## config.mk

```make
export PLATFORM = sky130hd
export DESIGN_NAME = pmc_top
export DESIGN_NICKNAME = d
export VERILOG_FILES = /design/src/pmc_pkg.sv /design/src/pmc_top.sv
export VERILOG_INCLUDE_DIRS = /design/src
export SDC_FILE = /design/constraint.sdc
export NUM_CORES = 1
export LEC_CHECK = 0
export BUFFER_PORTS_ARGS = -buffer_cell sky130_fd_sc_hd__buf_2
export CORE_ASPECT_RATIO = 1.2
export CORE_MARGIN = 4
export CORE_UTILIZATION = 30
export DETAILED_ROUTE_END_ITERATION = 7
export PLACE_DENSITY = 0.62
export RECOVER_POWER = 100
export SYNTH_ARGS = -nofsm -noshare
export SYNTH_HDL_FRONTEND = slang
export SYNTH_SLANG_ARGS = --single-unit
```

## constraint.sdc

```tcl
create_clock -name pclk -period 6.29 [get_ports pclk]
set_clock_uncertainty 0.2 [all_clocks]
set_input_delay 0.3145 -clock pclk [delete_from_list [all_inputs] [get_ports pclk]]
set_output_delay 0.3145 -clock pclk [all_outputs]
set_load 0.05 [all_outputs]
```

## src/pmc_defs.svh

```systemverilog
`ifndef PMC_DEFS_SVH
`define PMC_DEFS_SVH

// Register byte offsets
`define PMC_OFF_CTRL1   8'h00
`define PMC_OFF_CTRL2   8'h04
`define PMC_OFF_TMODE   8'h08
`define PMC_OFF_IEN     8'h0C
`define PMC_OFF_STAT    8'h10

// system_control_one fields
`define PMC_C1_SSEL     0
`define PMC_C1_LOW_SPEED_ON     1
`define PMC_C1_STS_LO   2
`define PMC_C1_STS_HI   4
`define PMC_C1_MDIV_LO  5
`define PMC_C1_MDIV_HI  6
// system_control_two fields
`define PMC_C2_MEDIUM_SPEED_ON     0
`define PMC_C2_DIRECT_TRANSFER_ON     1
`define PMC_C2_SDIV_LO  2
`define PMC_C2_SDIV_HI  3
// timer_a_mode_reg field
`define PMC_TM_WSEL     0
// Enable fields
`define PMC_IE_TA       0
`define PMC_IE_EXT_LO   1
`define PMC_IE_EXT_HI   4
`define PMC_IE_EDG_LO   5
`define PMC_IE_EDG_HI   12
`define PMC_IE_DT       13
`define PMC_IE_OTH      14

// Reset values
`define PMC_RST_CTRL1   7'h00
`define PMC_RST_CTRL2   4'h0
`define PMC_RST_IEN     15'h0000

// Shortest settling wait in states; codes 1..4 double it
`define PMC_SETTLE_BASE 8192
`define PMC_STS_MAXSH   3'h4

`endif

```

## src/pmc_pkg.sv

```systemverilog
package pmc_pkg;

  typedef enum logic [3:0] {
    PMC_HS_ACT   = 4'h0,
    PMC_HS_SLP   = 4'h1,
    PMC_MS_SLP   = 4'h2,
    PMC_MS_ACT   = 4'h3,
    PMC_STANDBY  = 4'h4,
    PMC_WATCH    = 4'h5,
    PMC_SUB_ACT  = 4'h6,
    PMC_SUB_SLP  = 4'h7,
    PMC_SETTLE   = 4'hC
  } pmc_mode_t;

endpackage

```

## src/pmc_top.sv

```systemverilog
// Chosen here: the register offsets and the APB interface to the registers.
`include "pmc_defs.svh"

// Operation
// - Subactive sleep with low_speed_on, wsel, no standby_select: subsleep
// - Subsleep wakes on timer A, request, edge
// - Mask flag or disabled source blocks wake-up
// - Watch wakes to subactive when low_speed_on set
// - Subactive sleep with standby_select and wsel: watch
// - Subactive sleep, no standby_select, low_speed_on, wsel: subsleep
// - Subactive clock is slow clock over 2/4/8
// - Divider 00:8 01:4 1x:2, locked in subactive
// - Medium wake from standby, watch, medium sleep
// - Medium sleep with standby_select, no low_speed_on/wsel: standby
// - Medium sleep with standby_select and wsel: watch
// - Sleep without standby_select/low_speed_on: high or medium sleep
// - Reset pin abandons every mode at once
// - Medium mode clock follows medium divider
// - Direct transfer halts the CPU while passing through, then exception
// - Direct-transfer source disabled: plain sleep/watch
// - High to medium via sleep
// - Medium to high via sleep
// - High or medium to subactive via watch
// - Subactive to high via watch and wait
// - Subactive to medium via watch and wait
// - Leaving watch for active waits for oscillator
// - Settling 8192 doubling to 65536, top 131072
module pmc_top #(
  parameter int unsigned SETTLE_BASE = `PMC_SETTLE_BASE
) (
  input  wire logic               pclk,
  input  wire logic               presetn,
  input  wire logic               psel,
  input  wire logic               penable,
  input  wire logic               pwrite,
  input  wire logic [7:0]         paddr,
  input  wire logic [31:0]        pwdata,
  output logic      [31:0]        prdata,
  output logic                    pready,
  output logic                    pslverr,
  input  wire logic               sleep_insn,
  input  wire logic               global_mask_flag,
  input  wire logic               timer_a_irq,
  input  wire logic [3:0]         ext_request_lines,
  input  wire logic [7:0]         edge_wake_inputs,
  input  wire logic               other_irq,
  output pmc_pkg::pmc_mode_t      mode_q,
  output logic                    cpu_halt_q,
  output logic                    slow_clk_sel_q,
  output logic [1:0]              slow_div_log2_q,
  output logic [1:0]              med_div_sel_q,
  output logic                    main_clk_hold_q,
  output logic                    port_freeze_q,
  output logic                    exc_start_q,
  output logic                    dt_exc_start_q
);

  typedef struct packed {
    pmc_pkg::pmc_mode_t mode;
    pmc_pkg::pmc_mode_t target;
    logic               dt;
    logic [17:0]        cnt;
    logic [6:0]         ctrl1;
    logic [3:0]         ctrl2;
    logic               wsel;
    logic [14:0]        ien;
    logic [31:0]        rdata;
    logic               rdy;
    logic               err;
    logic               halt;
    logic               slow;
    logic [1:0]         sdiv;
    logic [1:0]         mdiv;
    logic               hold;
    logic               frz;
    logic               exc;
    logic               dtexc;
  } pmc_state_t;

  pmc_state_t q;
  pmc_state_t d;

  ////////////////////////////////////////////////////////////////////
  // Field views and gated wake sources

  logic        ssel;
  logic        low_speed_on;
  logic [2:0]  sts;
  logic        medium_speed_on;
  logic        direct_transfer_on;
  logic        wk_ta;
  logic [3:0]  wk_ext;
  logic [7:0]  wk_edg;
  logic        wk_any;
  logic        wake_ok;
  logic        dt_ok;
  logic        sleep_go;
  logic [2:0]  sts_sh;
  logic [17:0] settle_ld;
  logic        acc;
  logic        setup;
  logic        hit;
  logic [31:0] rd_mux;

  assign ssel = q.ctrl1[`PMC_C1_SSEL];
  assign low_speed_on = q.ctrl1[`PMC_C1_LOW_SPEED_ON];
  assign sts  = q.ctrl1[`PMC_C1_STS_HI:`PMC_C1_STS_LO];
  assign medium_speed_on = q.ctrl2[`PMC_C2_MEDIUM_SPEED_ON];
  assign direct_transfer_on = q.ctrl2[`PMC_C2_DIRECT_TRANSFER_ON];

  // Disabled sources never wake anything
  assign wk_ta  = timer_a_irq & q.ien[`PMC_IE_TA];
  assign wk_ext = ext_request_lines
                & q.ien[`PMC_IE_EXT_HI:`PMC_IE_EXT_LO];
  assign wk_edg = edge_wake_inputs
                & q.ien[`PMC_IE_EDG_HI:`PMC_IE_EDG_LO];
  assign wk_any = wk_ta | (|wk_ext) | (|wk_edg)
                | (other_irq & q.ien[`PMC_IE_OTH]);
  assign wake_ok = !global_mask_flag;
  // A masked direct transfer degrades to plain sleep or watch
  assign dt_ok   = direct_transfer_on & q.ien[`PMC_IE_DT] & !global_mask_flag;

  // Sleep is decoded only in the executing modes
  assign sleep_go = sleep_insn & ((q.mode == pmc_pkg::PMC_HS_ACT)
                  | (q.mode == pmc_pkg::PMC_MS_ACT)
                  | (q.mode == pmc_pkg::PMC_SUB_ACT));

  // Any code with the top bit set takes the longest wait
  assign sts_sh = sts[2] ? `PMC_STS_MAXSH : sts;
  assign settle_ld = 18'((SETTLE_BASE << sts_sh) - 1);

  ////////////////////////////////////////////////////////////////////
  // APB slave: one wait-free access phase, unmapped is an error

  assign setup = psel & !penable;
  assign acc   = psel & penable & q.rdy;
  assign hit   = (paddr == `PMC_OFF_CTRL1) | (paddr == `PMC_OFF_CTRL2)
               | (paddr == `PMC_OFF_TMODE) | (paddr == `PMC_OFF_IEN)
               | (paddr == `PMC_OFF_STAT);

  always_comb begin
    rd_mux = 32'h0000_0000;
    case (paddr)
      `PMC_OFF_CTRL1: rd_mux = {25'h0, q.ctrl1};
      `PMC_OFF_CTRL2: rd_mux = {28'h0, q.ctrl2};
      `PMC_OFF_TMODE: rd_mux = {31'h0, q.wsel};
      `PMC_OFF_IEN:   rd_mux = {17'h0, q.ien};
      `PMC_OFF_STAT:  rd_mux = {26'h0, q.dt,
                                q.mode == pmc_pkg::PMC_SETTLE, q.mode};
      default:        rd_mux = 32'h0000_0000;
    endcase
  end

  ////////////////////////////////////////////////////////////////////
  // Next state

  always_comb begin
    d       = q;
    d.rdy   = setup;
    d.err   = setup & !hit;
    d.exc   = 1'b0;
    d.dtexc = 1'b0;
    if (setup) begin
      d.rdata = rd_mux;
    end
    if (acc & pwrite & hit) begin
      case (paddr)
        `PMC_OFF_CTRL1: d.ctrl1 = pwdata[6:0];
        `PMC_OFF_CTRL2: begin
          d.ctrl2[1:0] = pwdata[1:0];
          // Clock divider must not change under a running slow CPU
          if (q.mode != pmc_pkg::PMC_SUB_ACT) begin
            d.ctrl2[3:2] = pwdata[3:2];
          end
        end
        `PMC_OFF_TMODE: d.wsel = pwdata[0];
        `PMC_OFF_IEN:   d.ien = pwdata[14:0];
        default:        d.wsel = q.wsel;
      endcase
    end

    case (q.mode)
      pmc_pkg::PMC_HS_ACT,
      pmc_pkg::PMC_MS_ACT: begin
        if (sleep_go) begin
          if (dt_ok & ssel & low_speed_on & q.wsel) begin
            d.mode   = pmc_pkg::PMC_WATCH;
            d.target = pmc_pkg::PMC_SUB_ACT;
            d.dt     = 1'b1;
          end else if (dt_ok & !ssel & !low_speed_on
                       & (medium_speed_on != (q.mode == pmc_pkg::PMC_MS_ACT))) begin
            d.mode   = medium_speed_on ? pmc_pkg::PMC_HS_SLP
                            : pmc_pkg::PMC_MS_SLP;
            d.target = medium_speed_on ? pmc_pkg::PMC_MS_ACT
                            : pmc_pkg::PMC_HS_ACT;
            d.dt     = 1'b1;
          end else if (ssel & q.wsel) begin
            d.mode = pmc_pkg::PMC_WATCH;
          end else if (ssel & !low_speed_on) begin
            d.mode = pmc_pkg::PMC_STANDBY;
          end else if (!ssel & !low_speed_on) begin
            d.mode = medium_speed_on ? pmc_pkg::PMC_MS_SLP
                          : pmc_pkg::PMC_HS_SLP;
          end
        end
      end
      pmc_pkg::PMC_SUB_ACT: begin
        if (sleep_go & ssel & q.wsel) begin
          d.mode = pmc_pkg::PMC_WATCH;
          if (dt_ok & !low_speed_on) begin
            d.target = medium_speed_on ? pmc_pkg::PMC_MS_ACT
                            : pmc_pkg::PMC_HS_ACT;
            d.dt     = 1'b1;
          end
        end else if (sleep_go & !ssel & low_speed_on & q.wsel) begin
          d.mode = pmc_pkg::PMC_SUB_SLP;
        end
      end
      pmc_pkg::PMC_HS_SLP,
      pmc_pkg::PMC_MS_SLP: begin
        if (q.dt) begin
          // Pass-through: the program is halted for this one cycle only
          d.mode  = q.target;
          d.dt    = 1'b0;
          d.dtexc = 1'b1;
        end else if (wk_any & wake_ok) begin
          d.mode = (q.mode == pmc_pkg::PMC_MS_SLP)
                 ? pmc_pkg::PMC_MS_ACT
                 : pmc_pkg::PMC_HS_ACT;
          d.exc  = 1'b1;
        end
      end
      pmc_pkg::PMC_STANDBY: begin
        if ((|wk_ext[1:0]) & wake_ok) begin
          d.mode   = pmc_pkg::PMC_SETTLE;
          d.target = medium_speed_on ? pmc_pkg::PMC_MS_ACT
                          : pmc_pkg::PMC_HS_ACT;
          d.cnt    = settle_ld;
        end
      end
      pmc_pkg::PMC_WATCH: begin
        if (q.dt & (q.target == pmc_pkg::PMC_SUB_ACT)) begin
          d.mode  = pmc_pkg::PMC_SUB_ACT;
          d.dt    = 1'b0;
          d.dtexc = 1'b1;
        end else if (q.dt) begin
          d.mode = pmc_pkg::PMC_SETTLE;
          d.cnt  = settle_ld;
        end else if ((wk_ta | wk_ext[0]) & wake_ok) begin
          if (low_speed_on) begin
            d.mode = pmc_pkg::PMC_SUB_ACT;
            d.exc  = 1'b1;
          end else begin
            d.mode   = pmc_pkg::PMC_SETTLE;
            d.target = medium_speed_on ? pmc_pkg::PMC_MS_ACT
                            : pmc_pkg::PMC_HS_ACT;
            d.cnt    = settle_ld;
          end
        end
      end
      pmc_pkg::PMC_SUB_SLP: begin
        if ((wk_ta | (|wk_ext) | (|wk_edg)) & wake_ok) begin
          d.mode = pmc_pkg::PMC_SUB_ACT;
          d.exc  = 1'b1;
        end
      end
      pmc_pkg::PMC_SETTLE: begin
        if (q.cnt == 18'h00000) begin
          d.mode  = q.target;
          d.exc   = !q.dt;
          d.dtexc = q.dt;
          d.dt    = 1'b0;
        end else begin
          d.cnt = q.cnt - 18'h00001;
        end
      end
      default: d.mode = pmc_pkg::PMC_HS_ACT;
    endcase

    // Halt, slow select, hold and freeze follow the next mode; dividers follow the next register fields
    d.halt = (d.mode != pmc_pkg::PMC_HS_ACT)
           & (d.mode != pmc_pkg::PMC_MS_ACT)
           & (d.mode != pmc_pkg::PMC_SUB_ACT);
    d.slow = (d.mode == pmc_pkg::PMC_SUB_ACT)
           | (d.mode == pmc_pkg::PMC_SUB_SLP);
    d.sdiv = d.ctrl2[`PMC_C2_SDIV_HI] ? 2'h1
           : (d.ctrl2[`PMC_C2_SDIV_LO] ? 2'h2 : 2'h3);
    d.mdiv = d.ctrl1[`PMC_C1_MDIV_HI:`PMC_C1_MDIV_LO];
    // Main clock is stopped until settling is over
    d.hold = (d.mode == pmc_pkg::PMC_STANDBY)
           | (d.mode == pmc_pkg::PMC_WATCH)
           | (d.mode == pmc_pkg::PMC_SETTLE) | d.slow;
    d.frz  = (d.mode == pmc_pkg::PMC_SUB_SLP)
           | (d.mode == pmc_pkg::PMC_WATCH);
  end

  ////////////////////////////////////////////////////////////////////
  // State register; the reset pin ends any mode at once

  always_ff @(posedge pclk or negedge presetn) begin
    if (!presetn) begin
      q        <= '0;
      q.mode   <= pmc_pkg::PMC_HS_ACT;
      q.target <= pmc_pkg::PMC_HS_ACT;
      q.ctrl1  <= `PMC_RST_CTRL1;
      q.ctrl2  <= `PMC_RST_CTRL2;
      q.ien    <= `PMC_RST_IEN;
      q.sdiv   <= 2'h3;
    end else begin
      q <= d;
    end
  end

  assign prdata          = q.rdata;
  assign pready          = q.rdy;
  assign pslverr         = q.err;
  assign mode_q          = q.mode;
  assign cpu_halt_q      = q.halt;
  assign slow_clk_sel_q  = q.slow;
  assign slow_div_log2_q = q.sdiv;
  assign med_div_sel_q   = q.mdiv;
  assign main_clk_hold_q = q.hold;
  assign port_freeze_q   = q.frz;
  assign exc_start_q     = q.exc;
  assign dt_exc_start_q  = q.dtexc;
endmodule
```

==> impl_results.md <==
- Hold_ws: 0.00962 ns
- ANT cells: 0
- Sink Count: 78
- Main synth FF type: dfrtp_1
- Post-DP HPWL: roughly 8.5 mm
- IO Pins: 109
- Slowest stage cell, crit path: nor3_1
- Inserted Clock Buffers: 9
- Worst reg2reg startpoint: q[80]$_DFFE_PN0P_
- Vias/cell: 5.18
- Share of cells above drive strength 1: 18.5%
- Reg2reg setup slack: 2.29 ns
- GRT Util Overall: 13.4%
- Root buffer cell: clkbuf_16
- Routed length per instance: 15.8 µm
- Slew HR: between 10% and 20%
- Tightest Pin Transition: 1.33 ns
- Most common cell in the netlist: dfrtp_1
- WHS Path Cells: 2
- Post-synth EDFFs: 0
- PortBufs: 74
- Synthesized area: 4740 µm²
- Req. time, crit path: between 6 and 7 ns
- DRC: 0
- Starting DRC count in detailed routing: 262
- Clock Path Buffers: 2
- Largest net degree at the start of global routing: 79
- CTS tree: done
- DR pass1 iterations: 4
- Synth unique cells: between 80 and 90
- Worst setup SP type: flop
- Vias in the first global route: 3750
- Worst Path Arrival: 4.02 ns
- Hold Path Class: in2reg
- Final setup vio count: 0
- CP peak stage delay: 0.73 ns
- Max rail drop VDD: between 0.15 and 0.2 mV
- Worst reg2reg path endpoint: q[81]$_DFFE_PN0P_
- Synth top area cells: dfrtp_1, mux2_2, buf_4
- Vias: between 3000 and 4000
- Final Hold Viols: 0
- Crit Path Max Fanout: 22
- First-pass GRT wire length: roughly 19 mm
- Max-Cap Viols: 0
- Final wirelength: 11.8 mm
- Crit-path cells: nor4_1 -> nand2_1 -> nor3_1 -> nor2_1 -> nor2b_1 -> inv_1 -> o211ai_1 -> a21oi_1 -> xnor2_1
- Area share of the largest cell type after synthesis: 40.1%
- Remaining global-route overflow: 0
- DRT antenna net count: 0
- Post-placement cell area: roughly 5000 µm²
- Die H: 146 µm
- Clk Latency, worst-skew pair: between 0.3 and 0.4 ns
- Chip width: 123 µm
- WHS Endpoint: q[53]$_DFFE_PN0P_
- Initial Util: 30.4%
- Commonest cells post-synth: dfrtp_1, nand2_1, buf_4, o21ai_0, mux2_2
- Synth Instances: 491
- Unrepaired setup endpoints after global routing: false
- Cell taking the most area after synthesis: dfrtp_1
- Antenna violations before repair: 0
- Setup TNS: 0 ns
- Syn_area_per_cell: ~9.7 µm²
- Post-synthesis sequential area ratio: between 40% and 50%
- Slew Limit Fails: 0
- Clk pin slew, worst setup/hold paths: approximately 0.07 ns
- GPL Wtd Cong: around 0.9
- Pwr dens: roughly 230 nW/µm²
- Crit path time final: between 3 and 4 ns
- Crit share post-route: 63.5%
- CP delay by family, top: simple AND/OR/NAND/NOR gates
- Area Overhead vs Synth: 10.9%
- Nets: a little under 600
- WS Path Type: reg2reg
- H-tree depth: 3
- Fin area: 5260 µm²
- Synth Register Bits: 78
- Buffers & Inverters on Critical Path: 1
- Leak Pwr: 2.22 nW
- Worst setup EP type: flop
- Yosys warns: 0
- Status: finished, final reports clean
- Core Region: 15600 µm²
- FP Rows: 50
- R2R depth: 9
- Hold_sp: pwdata[9]
- Peak Freq: about 250 MHz
- Post-synth ARST share: 100%
- Die Area: 17900 µm²
## metal layers
metal | up-vias | share of wire [%] | track usage, % | routed length [µm]
met1 | 1868 | 42 | 16.6 | 4950
met5 | - | 0 | 0 | 0
met4 | 0 | 2.8 | 5.38 | 327
met3 | 19 | 5.6 | 3.11 | 662
li1 | 1845 | - | - | -
met2 | 119 | 50 | 22.2 | 5830
## timing repair
item | in CTS | in global routing
setup buffers | 0 | 0
resized for setup | 0 | 0
endpoints found under the hold margin | 83 | 0
hold buffers | 8 | 0
## worst max-delay path by stage
stage,startpoint,to,cells after the start
floorplan,mode_q[0]$_DFF_PN0_,q[85]$_DFFE_PN0P_,12
global placement,mode_q[0]$_DFF_PN0_,q[85]$_DFFE_PN0P_,9
detailed placement,mode_q[0]$_DFF_PN0_,q[79]$_DFFE_PN0P_,8
CTS,mode_q[0]$_DFF_PN0_,q[87]$_DFFE_PN0P_,9
global route,q[80]$_DFFE_PN0P_,q[81]$_DFFE_PN0P_,9
finish,q[80]$_DFFE_PN0P_,q[81]$_DFFE_PN0P_,9
## layout make-up
cell class,count,area (µm²)
Clock inverter,6,92.6
Inverter,7,26.3
Tap cell,208,260
Timing Repair Buffer,82,414
Sequential cell,78,1950
Fill cell,1630,10300
Multi-Input combinational cell,353,2270
Clock buffer,10,239
## registers in the layout, summed over array words and instances (netlist names), 2 cells and up
signal and flops:
mode_q 4, slow_div_log2_q 2, prdata 15, q 46
## worst reg2reg max path: stages (launching register included)
cell and delay (ns):
dfrtp_1 0.43, nor4_1 0.55, nand2_1 0.23, nor3_1 0.73, nor2_1 0.21, nor2b_1 0.48, inv_1 0.47, o211ai_1 0.31
a21oi_1 0.10, xnor2_1 0.16
## per-stage QoR
stage | worst slack (ns) | total power [mW] | util (%) | cells
floorplan | 3.56 | 0.620 | - | 507
global placement | 3.17 | 0.653 | 32.0 | 720
detailed placement | 3.05 | 0.655 | 32.0 | 720
CTS | 3.00 | 1.24 | 34.7 | 744
global route | 1.81 | 1.26 | 33.8 | 744
finish | 2.29 | 1.22 | 33.8 | 744
## cells by family after synthesis
family,count (synthesis),synth area share (%)
and+or+nand+nor,167,20.6
AOI/OAI and AO/OA,128,18.8
DFF,78,41.2
buffers and inverters,76,9.95
muxes,35,8.23
xor gates and xnor gates,5,0.923
adders and majority gates,1,0.264
other,1,0.0791
## power breakdown
part	switching (mW)	total [mW]	internal, mW
Sequential	0.0190	0.528	0.509
Combinational	0.0838	0.117	0.0331
Clock	0.215	0.575	0.360
## cells in the final DEF (no fill, tap or decap), types with 5 or more instances in the layout
cell type      Yosys  layout
a21oi_1           21      21
a22o_1             5       5
a22oi_1            8       8
a31oi_1           11      11
a32oi_1            5       5
and3_1             5       5
buf_2              7      42
clkbuf_1          17      31
clkbuf_16          0       9
conb_1             1      17
dfrtp_1           76      76
dlygate4sd3_1      0       8
inv_1              6       7
mux2_2            30      29
nand2_1           52      52
nand3_1           12      13
nand3b_1           7       7
nand4_1            8       9
nor2_1            24      25
nor2b_1            6       7
nor3_1            13      15
nor3b_1            5       5
o21ai_0           36      38
(Power assumes the default switching activity.)
